### config.mk
export PLATFORM = sky130hd
export DESIGN_NAME = sscr_regs
export DESIGN_NICKNAME = d
export VERILOG_FILES = /design/src/design/sscr_pkg.sv /design/src/design/sscr_regs.sv /design/src/design/sscr_derive.sv
export SDC_FILE = /design/constraint.sdc
export NUM_CORES = 1
export LEC_CHECK = 0
export ABC_AREA = 1
export BUFFER_PORTS_ARGS = -buffer_cell sky130_fd_sc_hd__buf_2
export CAP_MARGIN = 20
export CORE_MARGIN = 3
export CORE_UTILIZATION = 52
export CTS_CLUSTER_DIAMETER = 80
export CTS_CLUSTER_SIZE = 30
export DETAILED_ROUTE_END_ITERATION = 8
export PLACE_DENSITY = 0.78
export SYNTH_ARGS = -nofsm -noshare
export SYNTH_HDL_FRONTEND = slang
export SYNTH_SLANG_ARGS = --single-unit
export TNS_END_PERCENT = 5
### constraint.sdc
create_clock -name ref_clk -period 21.6 [get_ports ref_clk]
set_clock_uncertainty 0.2 [all_clocks]
set_input_delay 3.24 -clock ref_clk [delete_from_list [all_inputs] [get_ports ref_clk]]
set_output_delay 3.24 -clock ref_clk [all_outputs]
set_load 0.005 [all_outputs]
### src/design/sscr_pkg.sv
// Package for the second-stage configuration register bank.
// Assumes a single 50 MHz clock and an AXI4-Lite register port with 32-bit data.
`default_nettype none
package sscr_pkg;
  // Register indices; the byte address is four times the index.
  localparam logic [7:0] IDX_TOPOLOGY   = 8'h23;
  localparam logic [7:0] IDX_GAIN_SYNC  = 8'h24;
  localparam logic [7:0] IDX_MIN_DIM    = 8'h25;
  localparam logic [7:0] IDX_TGT_PERIOD = 8'h26;
  localparam logic [7:0] IDX_CLAMP      = 8'h27;  // Clamp offset register of this bank.
  localparam logic [7:0] IDX_STATUS     = 8'h28;  // Derived-limit readback.
  localparam logic [7:0] IDX_STATUS2    = 8'h29;  // Not decoded; reads and writes answer SLVERR.
  localparam logic [7:0] IDX_CTRL       = 8'h2a;  // Compensation enable.
  // Reset values.
  localparam logic [7:0] RST_TOPOLOGY   = 8'h00;
  localparam logic [7:0] RST_GAIN_SYNC  = 8'h00;
  localparam logic [7:0] RST_MIN_DIM    = 8'h00;
  localparam logic [7:0] RST_TGT_PERIOD = 8'h00;
  localparam logic [7:0] RST_CLAMP      = 8'h00;
  localparam logic [7:0] RST_CTRL       = 8'h00;
  // Field positions.
  localparam int STRING_BIT   = 7;
  localparam int MPL_HI       = 6;
  localparam int MPL_LO       = 5;
  localparam int COLOR_BIT    = 4;
  localparam int PEAK_HI      = 3;
  localparam int PEAK_LO      = 1;
  localparam int GAIN_HI      = 7;
  localparam int GAIN_LO      = 2;
  localparam int SYNC_BIT     = 1;
  localparam int POL_BIT      = 0;
  localparam int CLAMP_HI     = 7;
  localparam int CLAMP_LO     = 6;
  localparam int COMP_EN_BIT  = 0;
  // Measurable-period limits in ns, indexed by code.
  localparam int MPL_NS_0 = 51150;
  localparam int MPL_NS_1 = 102350;
  localparam int MPL_NS_2 = 153550;
  localparam int MPL_NS_3 = 204750;
  localparam int CLK_NS   = 20;
  // Derived formula constants.
  localparam int PEAK_STEP  = 16;
  localparam int PEAK_ADD   = 15;
  localparam int CLAMP_STEP = 8;
  localparam int CLAMP_ADD  = 8;
  localparam int DIM_STEP   = 16;
  localparam int DIM_ADD    = 15;
  localparam int TT_STEP    = 128;
  localparam int TT_ADD     = 127;
  localparam int TT_UNIT_NS = 50;
  localparam int TT_UNIT_CYC = (TT_UNIT_NS + CLK_NS - 1) / CLK_NS;
  // AXI responses.
  localparam logic [1:0] RESP_OKAY   = 2'b00;
  localparam logic [1:0] RESP_SLVERR = 2'b10;

  // Decoded configuration handed to the converter logic.
  typedef struct packed {
    logic        series_strings;
    logic [1:0]  meas_period_limit_code;
    logic        color_channel_sel;
    logic [2:0]  min_peak_code;
    logic [1:0]  clamp_code;
    logic [5:0]  ch1_comp_gain;
    logic        sync_enable;
    logic        zero_detect_polarity;
    logic [7:0]  min_dim_code;
    logic [7:0]  target_period_limit;
    logic        t_comp_enable;
  } sscr_cfg_t;
endpackage
`default_nettype wire

### src/design/sscr_regs.sv
// Second-stage configuration register bank with an AXI4-Lite slave port.
// Assumes one 50 MHz clock, synchronous active-low reset, and that the
// switching-cycle strobe, channel flag and timing inputs are same-clock
// except zcd_raw, which is a pin and is synchronised here.
// Operation
// - Period code picks 51.15 to 204.75 us limit.
// - Bit 4 picks channel for color string.
// - Minimum peak from peak and clamp codes.
// - Clamp code is two-bit offset, 0 to 3.
// - Six-bit channel-1 compensation gain.
// - Compensated time subtracts edge time times gain.
// - Sync bit gates the channel sync pin.
// - Polarity bit sets zero-detect comparator sense.
// - Minimum dim from eight-bit dim code.
// - Target period limit from eight-bit code.
`timescale 1ns/1ps
`default_nettype none
module sscr_regs (
  input  wire logic        ref_clk,
  input  wire logic        rst_n,
  input  wire logic        clk_en,
  input  wire logic [31:0] s_axi_awaddr,
  input  wire logic        s_axi_awvalid,
  output logic             s_axi_awready,
  input  wire logic [31:0] s_axi_wdata,
  input  wire logic [3:0]  s_axi_wstrb,
  input  wire logic        s_axi_wvalid,
  output logic             s_axi_wready,
  output logic [1:0]       s_axi_bresp,
  output logic             s_axi_bvalid,
  input  wire logic        s_axi_bready,
  input  wire logic [31:0] s_axi_araddr,
  input  wire logic        s_axi_arvalid,
  output logic             s_axi_arready,
  output logic [31:0]      s_axi_rdata,
  output logic [1:0]       s_axi_rresp,
  output logic             s_axi_rvalid,
  input  wire logic        s_axi_rready,
  input  wire logic        cycle_strobe,
  input  wire logic        cycle_is_ch2,
  input  wire logic        zcd_raw,
  input  wire logic [15:0] t2_measured,
  input  wire logic [15:0] zcd_rise_time,
  output sscr_pkg::sscr_cfg_t cfg,
  output logic             chan_sync_out,
  output logic             zcd_active,
  output logic [15:0]      t2_compensated,
  output logic [17:0]      meas_period_cyc,
  output logic [8:0]       min_peak_num,
  output logic [11:0]      min_dim_num,
  output logic [21:0]      tgt_period_cyc
);
  // Raw register storage, indexed from the topology register.
  logic [7:0]  regs_r [0:4];
  logic [7:0]  regs_nxt [0:4];
  logic        ctrl_r;            // Compensation enable.
  logic        ctrl_nxt;
  // Write channel state.
  logic        aw_got_r, aw_got_nxt;
  logic        w_got_r, w_got_nxt;
  logic [31:0] aw_addr_r, aw_addr_nxt;
  logic [31:0] w_data_r, w_data_nxt;
  logic        w_strb0_r, w_strb0_nxt;
  logic        bvalid_nxt;
  logic [1:0]  bresp_nxt;
  logic        awready_nxt, wready_nxt;
  // Read channel state.
  logic        arready_nxt, rvalid_nxt;
  logic [31:0] rdata_nxt;
  logic [1:0]  rresp_nxt;
  // Datapath and pin state.
  logic        zcd_s1_r, zcd_s2_r;  // Pin synchroniser.
  logic        sync_nxt, zact_nxt;
  logic [15:0] t2c_nxt;
  logic [21:0] comp_prod;           // Edge time times gain, gain in 1/16 units.
  sscr_pkg::sscr_cfg_t cfg_nxt;

  // Maps a byte address to a register slot; 3'h7 marks an unmapped address.
  function automatic logic [2:0] slot_of(input logic [31:0] addr);
    logic [29:0] idx;
    idx = addr[31:2];
    if (addr[1:0] != 2'b00)                              slot_of = 3'h7;
    else if (idx == {22'h000000, sscr_pkg::IDX_TOPOLOGY})   slot_of = 3'h0;
    else if (idx == {22'h000000, sscr_pkg::IDX_GAIN_SYNC})  slot_of = 3'h1;
    else if (idx == {22'h000000, sscr_pkg::IDX_MIN_DIM})    slot_of = 3'h2;
    else if (idx == {22'h000000, sscr_pkg::IDX_TGT_PERIOD}) slot_of = 3'h3;
    else if (idx == {22'h000000, sscr_pkg::IDX_CLAMP})      slot_of = 3'h4;
    else if (idx == {22'h000000, sscr_pkg::IDX_CTRL})       slot_of = 3'h5;
    else if (idx == {22'h000000, sscr_pkg::IDX_STATUS})     slot_of = 3'h6;
    else                                                   slot_of = 3'h7;
  endfunction

  // Write path: accepts address and data in either order, then answers.
  always_comb
  begin
    logic [2:0] ws;
    ws          = 3'h7;
    aw_got_nxt  = aw_got_r;
    w_got_nxt   = w_got_r;
    aw_addr_nxt = aw_addr_r;
    w_data_nxt  = w_data_r;
    w_strb0_nxt = w_strb0_r;
    bvalid_nxt  = s_axi_bvalid;
    bresp_nxt   = s_axi_bresp;
    ctrl_nxt    = ctrl_r;
    // By default every register keeps its value.
    for (int i = 0; i < 5; i++)
      regs_nxt[i] = regs_r[i];
    // Address taken: hold it until the data half has arrived too.
    if (s_axi_awvalid && s_axi_awready)
    begin
      aw_got_nxt  = 1'b1;
      aw_addr_nxt = s_axi_awaddr;
    end
    // Data taken: only byte lane 0 is stored, so only its strobe is kept.
    if (s_axi_wvalid && s_axi_wready)
    begin
      w_got_nxt   = 1'b1;
      w_data_nxt  = s_axi_wdata;
      w_strb0_nxt = s_axi_wstrb[0];
    end
    // Response accepted by the master.
    if (s_axi_bvalid && s_axi_bready)
      bvalid_nxt = 1'b0;
    if (aw_got_r && w_got_r && !s_axi_bvalid)
    begin
      // Both halves held: commit and raise the response.
      ws         = slot_of(aw_addr_r);
      aw_got_nxt = 1'b0;
      w_got_nxt  = 1'b0;
      bvalid_nxt = 1'b1;
      bresp_nxt  = (ws == 3'h7 || ws == 3'h6) ? sscr_pkg::RESP_SLVERR : sscr_pkg::RESP_OKAY;
      // A cleared lane-0 strobe leaves storage alone but still answers OKAY at a writable slot.
      if (w_strb0_r && ws < 3'h5)
        regs_nxt[ws] = w_data_r[7:0];
      else if (w_strb0_r && ws == 3'h5)
        ctrl_nxt = w_data_r[sscr_pkg::COMP_EN_BIT];
    end
    // Each ready stays low from its handshake until the response is raised.
    awready_nxt = !aw_got_nxt && !(s_axi_awvalid && s_axi_awready);
    wready_nxt  = !w_got_nxt && !(s_axi_wvalid && s_axi_wready);
  end

  // Read path: one read at a time, answer one cycle after the address.
  always_comb
  begin
    logic [2:0] rs;
    rs          = slot_of(s_axi_araddr);
    // After reset, and whenever no answer is pending, the port offers to take an address.
    arready_nxt = s_axi_arready || !s_axi_rvalid;
    rvalid_nxt  = s_axi_rvalid;
    rdata_nxt   = s_axi_rdata;
    rresp_nxt   = s_axi_rresp;
    // Read data accepted: the port may take the next address.
    if (s_axi_rvalid && s_axi_rready)
    begin
      rvalid_nxt  = 1'b0;
      arready_nxt = 1'b1;
    end
    // Address taken: the answer stands from the next edge.
    if (s_axi_arvalid && s_axi_arready)
    begin
      arready_nxt = 1'b0;
      rvalid_nxt  = 1'b1;
      rresp_nxt   = sscr_pkg::RESP_OKAY;
      unique case (rs)
        3'h0, 3'h1, 3'h2, 3'h3, 3'h4: rdata_nxt = {24'h000000, regs_r[rs]};
        3'h5: rdata_nxt = {31'h00000000, ctrl_r};
        // Status word: zero-detect, sync pin, dim numerator, peak numerator.
        3'h6: rdata_nxt = {2'b00, zcd_active, chan_sync_out, min_dim_num, 7'h00, min_peak_num[8:0]};
        default:
        begin
          rdata_nxt = 32'h00000000;
          rresp_nxt = sscr_pkg::RESP_SLVERR;
        end
      endcase
    end
  end

  // Registers both bus channels and the storage.
  always_ff @(posedge ref_clk)
  begin
    if (!rst_n)
    begin
      regs_r[0]     <= sscr_pkg::RST_TOPOLOGY;
      regs_r[1]     <= sscr_pkg::RST_GAIN_SYNC;
      regs_r[2]     <= sscr_pkg::RST_MIN_DIM;
      regs_r[3]     <= sscr_pkg::RST_TGT_PERIOD;
      regs_r[4]     <= sscr_pkg::RST_CLAMP;
      ctrl_r        <= sscr_pkg::RST_CTRL[0];
      aw_got_r      <= 1'b0;
      w_got_r       <= 1'b0;
      aw_addr_r     <= 32'h00000000;
      w_data_r      <= 32'h00000000;
      w_strb0_r     <= 1'b0;
      s_axi_awready <= 1'b0;
      s_axi_wready  <= 1'b0;
      s_axi_bvalid  <= 1'b0;
      s_axi_bresp   <= 2'b00;
      s_axi_arready <= 1'b0;
      s_axi_rvalid  <= 1'b0;
      s_axi_rdata   <= 32'h00000000;
      s_axi_rresp   <= 2'b00;
    end
    else if (clk_en)
    begin
      for (int i = 0; i < 5; i++)
        regs_r[i] <= regs_nxt[i];
      ctrl_r        <= ctrl_nxt;
      aw_got_r      <= aw_got_nxt;
      w_got_r       <= w_got_nxt;
      aw_addr_r     <= aw_addr_nxt;
      w_data_r      <= w_data_nxt;
      w_strb0_r     <= w_strb0_nxt;
      s_axi_awready <= awready_nxt;
      s_axi_wready  <= wready_nxt;
      s_axi_bvalid  <= bvalid_nxt;
      s_axi_bresp   <= bresp_nxt;
      s_axi_arready <= arready_nxt;
      s_axi_rvalid  <= rvalid_nxt;
      s_axi_rdata   <= rdata_nxt;
      s_axi_rresp   <= rresp_nxt;
    end
  end

  // Decodes fields into the configuration carrier; bit 0 of topology is ignored.
  always_comb
  begin
    cfg_nxt.series_strings         = regs_r[0][sscr_pkg::STRING_BIT];
    cfg_nxt.meas_period_limit_code = regs_r[0][sscr_pkg::MPL_HI:sscr_pkg::MPL_LO];
    cfg_nxt.color_channel_sel      = regs_r[0][sscr_pkg::COLOR_BIT];
    cfg_nxt.min_peak_code          = regs_r[0][sscr_pkg::PEAK_HI:sscr_pkg::PEAK_LO];
    cfg_nxt.clamp_code             = regs_r[4][sscr_pkg::CLAMP_HI:sscr_pkg::CLAMP_LO];
    cfg_nxt.ch1_comp_gain          = regs_r[1][sscr_pkg::GAIN_HI:sscr_pkg::GAIN_LO];
    cfg_nxt.sync_enable            = regs_r[1][sscr_pkg::SYNC_BIT];
    cfg_nxt.zero_detect_polarity   = regs_r[1][sscr_pkg::POL_BIT];
    cfg_nxt.min_dim_code           = regs_r[2];
    cfg_nxt.target_period_limit    = regs_r[3];
    cfg_nxt.t_comp_enable          = ctrl_r;
  end

  // Computes pin outputs and the compensated T2 time.
  always_comb
  begin
    // Gain code over 16 spans 0.0 to just under 4.0.
    comp_prod = 22'(zcd_rise_time * {10'h000, cfg.ch1_comp_gain});
    // Without compensation the measured time passes straight through.
    if (!cfg.t_comp_enable)
      t2c_nxt = t2_measured;
    else if ({6'h00, t2_measured} > (comp_prod >> 4))
      t2c_nxt = 16'(t2_measured - 16'(comp_prod >> 4));
    else
      t2c_nxt = 16'h0000;
    // The sync pin holds its level between switching-period strobes.
    sync_nxt = chan_sync_out;
    if (!cfg.sync_enable)
      sync_nxt = 1'b0;
    else if (cycle_strobe)
      sync_nxt = cycle_is_ch2;
    // Polarity 0 means the comparator output is active low.
    zact_nxt = cfg.zero_detect_polarity ? zcd_s2_r : !zcd_s2_r;
  end

  // Registers the decoded configuration and the pin-side outputs.
  always_ff @(posedge ref_clk)
  begin
    if (!rst_n)
    begin
      cfg            <= '0;
      zcd_s1_r       <= 1'b0;
      zcd_s2_r       <= 1'b0;
      chan_sync_out  <= 1'b0;
      zcd_active     <= 1'b0;
      t2_compensated <= 16'h0000;
    end
    else if (clk_en)
    begin
      cfg            <= cfg_nxt;
      // The first synchroniser stage feeds only the second.
      zcd_s1_r       <= zcd_raw;
      zcd_s2_r       <= zcd_s1_r;
      chan_sync_out  <= sync_nxt;
      zcd_active     <= zact_nxt;
      t2_compensated <= t2c_nxt;
    end
  end

  // Turns the configuration into controller limits.
  sscr_derive u_derive (
    .ref_clk         (ref_clk),
    .rst_n           (rst_n),
    .clk_en          (clk_en),
    .cfg             (cfg),
    .meas_period_cyc (meas_period_cyc),
    .min_peak_num    (min_peak_num),
    .min_dim_num     (min_dim_num),
    .tgt_period_cyc  (tgt_period_cyc)
  );
endmodule // sscr_regs
`default_nettype wire

### src/design/sscr_derive.sv
// Turns the raw configuration into the limits the second-stage controller uses.
// Assumes cfg is a register output on the same clock; results are registered.
`timescale 1ns/1ps
`default_nettype none
module sscr_derive (
  input  wire logic                ref_clk,
  input  wire logic                rst_n,
  input  wire logic                clk_en,
  input  wire sscr_pkg::sscr_cfg_t cfg,
  output logic [17:0]              meas_period_cyc,
  output logic [8:0]               min_peak_num,
  output logic [11:0]              min_dim_num,
  output logic [21:0]              tgt_period_cyc
);
  logic [17:0] mpc_nxt;   // Period limit in clock cycles.
  logic [8:0]  mpn_nxt;   // Peak numerator over 512 (times 1.4 V).
  logic [11:0] mdn_nxt;   // Dim numerator over 4095.
  logic [21:0] tpc_nxt;   // Target period in clock cycles.
  logic [9:0]  peak_sum;  // Peak term before the clamp offset.
  logic [9:0]  clamp_sum; // Clamp offset term.

  // Computes each limit combinationally from the fields.
  always_comb
  begin
    unique case (cfg.meas_period_limit_code)
      2'b00: mpc_nxt = 18'(sscr_pkg::MPL_NS_0 / sscr_pkg::CLK_NS);
      2'b01: mpc_nxt = 18'(sscr_pkg::MPL_NS_1 / sscr_pkg::CLK_NS);
      2'b10: mpc_nxt = 18'(sscr_pkg::MPL_NS_2 / sscr_pkg::CLK_NS);
      2'b11: mpc_nxt = 18'(sscr_pkg::MPL_NS_3 / sscr_pkg::CLK_NS);
    endcase
    peak_sum  = 10'((({7'h00, cfg.min_peak_code} + 10'h001) * 10'(sscr_pkg::PEAK_STEP))
                + 10'(sscr_pkg::PEAK_ADD));
    clamp_sum = 10'(({8'h00, cfg.clamp_code} * 10'(sscr_pkg::CLAMP_STEP))
                + 10'(sscr_pkg::CLAMP_ADD));
    mpn_nxt   = 9'(peak_sum - clamp_sum);
    mdn_nxt   = 12'(({4'h0, cfg.min_dim_code} * 12'(sscr_pkg::DIM_STEP))
                + 12'(sscr_pkg::DIM_ADD));
    tpc_nxt   = 22'((({14'h0000, cfg.target_period_limit} * 22'(sscr_pkg::TT_STEP))
                + 22'(sscr_pkg::TT_ADD)) * 22'(sscr_pkg::TT_UNIT_NS) / 22'(sscr_pkg::CLK_NS));
  end

  // Registers the limits; clock enable freezes them.
  always_ff @(posedge ref_clk)
  begin
    if (!rst_n)
    begin
      meas_period_cyc <= 18'h00000;
      min_peak_num    <= 9'h000;
      min_dim_num     <= 12'h000;
      tgt_period_cyc  <= 22'h000000;
    end
    else if (clk_en)
    begin
      meas_period_cyc <= mpc_nxt;
      min_peak_num    <= mpn_nxt;
      min_dim_num     <= mdn_nxt;
      tgt_period_cyc  <= tpc_nxt;
    end
  end
endmodule // sscr_derive
`default_nettype wire

==> qor.yml, run 1 <==
floorplanning:
  start_util_pct: 53.4
  core_area_um2: 30000
  io_pins: 297
  dieWidth_um: 182
  rows: 63
  die_y_um: 182
  die_area_um2: 33000
routing:
  drcViolationCount: 0
  via_per_inst: 5.41
  first_iter_violations: 1069
  num_vias: 15100
  first_pass_iters: 6
  antenna_left: 0
  wirelength_um: 43500
  wl_per_cell_um: 15.6
global_route:
  overflow: 0
  busiest_layer: "met2"
  antenna_found_initial: 2
  grt_max_degree: 73
  grt_pass1_vias: 14600
  grt_pass1_wl_um: 70700
  track_usage_pct: 25.5
  grt_use_met2_pct: 44.4
  grt_use_met1_pct: 32.6
  use_met3_pct: 3.79
worst_hold_path:
  hp-class: "register to register"
  hold_end: "aw_addr_r[14]"
  min_from: "aw_addr_r[14]"
  holdPathStages: 2
synth:
  synth_area_leaders: "dfxtp_1, nand2_1, fa_1"
  ys_types: 64
  synth-seq-cells: 203
  synth-seq-area-share_pct: 27.9
  syn_area_um2: 16000
  synth_edf_count: 40
  ys.flop_type: "dfxtp_1"
  ys_warn_count: 0
  synth.avg_cell_area_um2: 7.23
  yosys.area.top_type_share_pct: 20.4
  postSynthCellCount: 2217
  synthArstFlopShare_pct: 0
  yosysTopAreaCell: "dfxtp_1"
clock_network:
  cts_max_path_buffers: 3
  cts_resized: 0
  cts_root_buf: "clkbuf_16"
  h-tree-depth: 1
  clk_pin_slew_ps: 110
  clk_latency_ps: 510
  clock-sinks: 203
  postCtsSetupBuffers: 0
  tritoncts: "done"
  numCtsBuffers: 15
  ctsHoldBuffers: 0
place:
  hpwlAfterDp_um: 33900
  io_buffers: 249
  dpl_cell_area_um2: 17300
  gp_congestion: 0.942
timing:
  final_hold_viol_count: 0
  slew_headroom_pct: 24.2
  drv_slew: 0
  worst_pin_slew_ps: 1130
  period_needed_ps: 11450
  setup_violations: 0
  tns_ps: 0
  max_freq_mhz: 87.3
  rsz0062_at_grt: "no"
  fin_crit_sh_pct: 53.0
worst_setup_path:
  r2r-start: "cfg[3]"
  crit_path_frequent_cell: "nand2_1"
  worst-r2r-cell-count: 82
  worstPathArrival_ps: 11630
  required_ps: 21780
  r2r_end: "u_derive.tgt_period_cyc[0]"
  crit_path_start_kind: "register"
  end_kind: "register"
  critPathKind: "register to register"
  rrSetupSlack_ps: 10150
  crit_slowest_cell: "fa_1"
  critPathMaxFanout: 15
  cpPeakStageDelay_ps: 490
cells_and_area:
  synthToLayoutAreaGrowth_pct: 11.5
  nNetsFinal: 2697
  drive_gt1_share_pct: 18.4
  final_area_um2: 17900
run_status:
  status: "completed"
job:
  maxCapViolations: 0
registers in the layout, summed over array words and instances, names as in the netlist, 5 cells and up:
name / flops
regs_r: 40
cfg: 34
aw_addr_r: 32
s_axi_rdata: 20
u_derive.tgt_period_cyc: 18
t2_compensated: 16
u_derive.min_dim_num: 9
w_data_r: 8
u_derive.min_peak_num: 6
u_derive.meas_period_cyc: 5
placed cells by master (no fill, tap or decap), types with 8 or more instances in the layout:
master / synthesis / routed
nor2_2: 10 / 10
nand3_2: 14 / 14
a32o_1: 8 / 8
edfxtp_1: 40 / 40
fa_1: 62 / 62
o21bai_1: 12 / 12
nand4_1: 29 / 29
buf_4: 38 / 11
o41ai_1: 8 / 8
buf_2: 1 / 247
nand2_4: 15 / 15
nor2_1: 173 / 173
o211ai_1: 17 / 17
inv_2: 33 / 34
nand2_2: 52 / 52
clkbuf_16: 0 / 15
xor2_1: 26 / 26
a21oi_1: 174 / 174
nor4_1: 9 / 9
nor3_1: 11 / 11
ha_1: 97 / 97
a211oi_1: 9 / 9
inv_1: 290 / 288
o21ai_0: 168 / 167
conb_1: 1 / 20
nand3_1: 140 / 140
xnor2_1: 17 / 17
nand2_1: 451 / 451
dfxtp_1: 163 / 163
kinds of logic after synthesis:
| logic type | share of synthesized area [%] |
|---|---|
| simple gates | 27.5 |
| buf+inv | 11.5 |
| compound gates | 15.3 |
| flops | 27.9 |
| fa+ha+maj | 15.3 |
| xor+xnor | 2.52 |
| other cells | 0.0234 |
synthesized netlist by cell type (3+ instances only):
master and n:
edfxtp_1 40, nand2_1 451, dfxtp_1 163, or2_2 6, o41ai_1 8, ha_1 97, nand2_4 15, a21oi_1 174
inv_2 33, o21bai_1 12, xor2_1 26, inv_1 290, nand3_4 5, xnor2_1 17, o21ai_0 168, a211oi_1 9
o31ai_1 3, nor2_4 6, buf_4 38, fa_1 62, nand2_2 52, buf_1 6, a32o_1 8, nor2_1 173
nand3b_1 5, nand4_1 29, o21ai_2 4, and2_1 4, o211ai_1 17, nand3_2 14, o2111ai_1 7, nand3_1 140
clkbuf_1 67, nor2_2 10, nor3_1 11, nor4_1 9
worst max-delay path: cells and delay by family, from the launching register on:
family	cells	cell delay [ps]
compound gates	2	320
fa+ha+maj	8	2510
buf+inv	11	910
flops	1	460
simple gates	61	6890
how the worst max path moves through the flow:
| stage | start | slack (ps) | to |
|---|---|---|---|
| 4_1_cts | cfg[3] | 10190 | u_derive.tgt_period_cyc[0] |
| 3_3_place_gp | cfg[3] | 10670 | u_derive.tgt_period_cyc[0] |
| 3_5_place_dp | cfg[3] | 10220 | u_derive.tgt_period_cyc[0] |
| 2_1_floorplan | cfg[3] | 11870 | u_derive.tgt_period_cyc[0] |
| 5_1_grt | cfg[3] | 9040 | u_derive.tgt_period_cyc[0] |
| 6_report | cfg[3] | 10150 | u_derive.tgt_period_cyc[0] |
per-layer routing:
layer | share of wire [%] | vias up
li1 | - | 7526
met1 | 43 | 7021
met2 | 48 | 497
met3 | 6.3 | 83
met4 | 3.2 | 0
met5 | 0 | -
metrics by stage:
stage | utilization, % | worst slack [ps] | std cells | hold WS, ps
final | 59.5 | 10150 | 2795 | 259
after global routing | 59.5 | 9040 | 2795 | 276
after CTS | 59.5 | 10190 | 2793 | 264
after detailed placement | 57.6 | 10220 | 2768 | 248
after global placement | 57.6 | 10670 | 2767 | 241
after floorplan | - | 11870 | 2236 | 229
cell type report:
cell class                      instances  area [µm²]
Antenna cell                            2        5.00
Clock buffer                           17         383
Clock inverter                          8         183
Fill cell                            2763       12200
Inverter                              326        1230
Multi-Input combinational cell       1591        9800
Sequential cell                       203        4460
Tap cell                              390         488
Timing Repair Buffer                  258        1320
Power of run 1 is not shown: default switching activity piles up to over one toggle a cycle in this logic, so the estimate is an artifact.
==> run 2: changes to the inputs <==
Settings changed: ABC_AREA 1 to 0, PLACE_DENSITY 0.78 to 0.81.
Clock period 21.6 ns to 10.1 ns, I/O delays scaled along.
==> qor.yml, run 2 <==
timing:
  final_hold_viol_count: 0
  setup_violations: 2
  drv_slew: 0
  fin_crit_sh_pct: 107
  slew_headroom_pct: 29.0
  rsz0062_at_grt: "yes"
  fin_ws_ps: -751
  max_freq_mhz: 92.2
  period_needed_ps: 10850
  worst_pin_slew_ps: 1060
cells_and_area:
  final_common_cell: "buf_4"
  final_cell_mix: "buf_4, buf_2, nand2_1"
  synthToLayoutAreaGrowth_pct: 28.3
  drive_gt1_share_pct: 30.6
  num_antenna_cells: 0
  largest_register_ffs: 40
  post-route-util_pct: 68.9
  reg_top3: "regs_r x40, cfg x34, aw_addr_r x32"
  fin_cells: 2847
  top_register: "regs_r"
  nNetsFinal: 2744
routing:
  wirelength_um: 51100
  first_iter_violations: 1082
  wl_per_cell_um: 17.9
  first_pass_iters: 6
  via_per_inst: 5.88
  num_vias: 16700
  drcViolationCount: 0
  antenna_left: 0
clock_network:
  numCtsBuffers: 15
  clk_latency_ps: 530
  tritoncts: "done"
  h-tree-depth: 1
  clk_pin_slew_ps: 120
  clock-sinks: 203
  cts_root_buf: "clkbuf_16"
  cts_max_path_buffers: 3
global_route:
  grt_max_degree: 74
  grt_pass1_vias: 16200
  track_usage_pct: 28.5
  overflow: 0
  grt_pass1_wl_um: 80900
  antenna_found_initial: 0
synth:
  syn_area_um2: 16700
  ys_warn_count: 0
  postSynthCellCount: 1988
  synth_edf_count: 40
  synth-seq-area-share_pct: 26.8
  ys_types: 116
  yosys.area.top_type_share_pct: 19.6
  yosysTopAreaCell: "dfxtp_1"
  synthArstFlopShare_pct: 0
  synth-seq-cells: 203
  post-synth-top-count-cell: "nand2_1"
  synth.avg_cell_area_um2: 8.39
  ys.flop_type: "dfxtp_1"
  yosys-top-cells-count: "nand2_1, nor2_1, dfxtp_1"
  synth_area_leaders: "dfxtp_1, fa_1, ha_1"
run_status:
  status: "finished, violations left"
  violations: "negative setup slack"
place:
  hpwlAfterDp_um: 38500
  gp_congestion: 0.959
  io_buffers: 249
  place_inst: 2775
  place_ws_ps: -815
worst_setup_path:
  crit_slowest_cell: "fa_1"
  cpPeakStageDelay_ps: 520
  r2r_end: "u_derive.tgt_period_cyc[0]"
  critPathKind: "register to register"
  rrSetupSlack_ps: -750
  worstPathArrival_ps: 10980
  required_ps: 10230
  critPathMaxFanout: 4
  crit_path_start_kind: "register"
  r2r-start: "cfg[4]"
  crit_path_frequent_cell: "buf_4"
  end_kind: "register"
  worst-r2r-cell-count: 54
floorplanning:
  io_pins: 297
  start_util_pct: 53.7
  die_y_um: 185
  rows: 64
  die_area_um2: 34200
  core_area_um2: 31100
  dieWidth_um: 185
power_and_ir_drop:
  power.density_nw_per_um2: 436
  peakVddDrop_mv: 0.988
  leakagePower_nw: 9.77
worst_hold_path:
  hp-class: "register to register"
  min_from: "aw_addr_r[17]"
  holdPathStages: 2
  hold_end: "aw_addr_r[17]"
job:
  maxCapViolations: 0
run 2: cell families (layout without fill, tap and decap cells):
group | after synthesis | count (layout) | share of synthesized area [%]
XOR/XNOR | 62 | 62 | 3.30
adder cells (fa/ha/maj) | 159 | 159 | 14.7
buffers and inverters | 252 | 696 | 6.94
other | 1 | 20 | 0.0225
multiplexers | 114 | 114 | 7.11
flip-flops | 203 | 203 | 26.8
AND/OR/NAND/NOR | 709 | 709 | 20.0
AO/OA/AOI/OAI | 488 | 488 | 21.1
run 2: area by class of cell:
| cell class | count | area [µm²] |
|---|---|---|
| clock inverters | 7 | 77.6 |
| fillers | 2470 | 9680 |
| clock buffers | 19 | 400 |
| well taps | 396 | 495 |
| inverters | 120 | 458 |
| repair buffers | 550 | 3640 |
| flip-flops and latches | 203 | 4480 |
| multi-input cells | 1552 | 11800 |
run 2: how the worst max path moves through the flow:
stage / endpoint / cells after the start / slack, ps / startpoint
2_1_floorplan: u_derive.tgt_period_cyc[0] / 54 / -790 / cfg[3]
3_3_place_gp: u_derive.tgt_period_cyc[0] / 51 / -490 / cfg[3]
3_5_place_dp: u_derive.tgt_period_cyc[0] / 50 / -820 / cfg[3]
4_1_cts: u_derive.tgt_period_cyc[0] / 55 / -490 / cfg[3]
5_1_grt: u_derive.tgt_period_cyc[0] / 57 / -1250 / cfg[3]
6_report: u_derive.tgt_period_cyc[0] / 54 / -750 / cfg[4]
run 2: what timing repair did:
action | 4_1_cts | 5_1_grt
buffers inserted | 28 | 16
pin swaps | 38 | 43
endpoints found under the setup margin | 3 | 3
hold buffers | 0 | 0
resized for setup | 65 | 43
run 2: critical path, delay by kind of cell (launching register included):
family	cells	cell delay (ps)
buffers and inverters	20	2510
DFF	1	380
and+or+nand+nor	7	970
xor gates and xnor gates	1	240
adders and majority gates	6	1810
muxes	2	460
AOI/OAI and AO/OA	18	4040
run 2: routing by layer:
layer  track usage, %  share of wire, %  vias to the layer above  wire length, µm
met2             49.9                49                      689            24800
met4             9.93               3.8                        0             1920
met3             5.01               7.6                      111             3880
met5                0                 0                        -                0
met1             35.4                40                     7964            20500
li1                 -                 -                     7963                -
run 2: report_power, final:
| part | switching, mW | internal, mW |
|---|---|---|
| Combinational | 3.98 | 3.82 |
| Sequential | 0.0424 | 0.874 |
| Clock | 0.315 | 0.295 |
run 2: metrics by stage:
| stage | TNS (ps) | hold WS [ps] | instance area, µm² | power (mW) |
|---|---|---|---|---|
| floorplan | -1120 | 232 | 17000 | 5.01 |
| global placement | -903 | 236 | 20000 | 7.50 |
| detailed placement | -1530 | 242 | 20000 | 7.70 |
| CTS | -948 | 263 | 21000 | 8.80 |
| global route | -2870 | 282 | 21400 | 9.99 |
| finish | -1440 | 263 | 21400 | 9.33 |
Note: power is estimated with default switching activity, not from simulation.
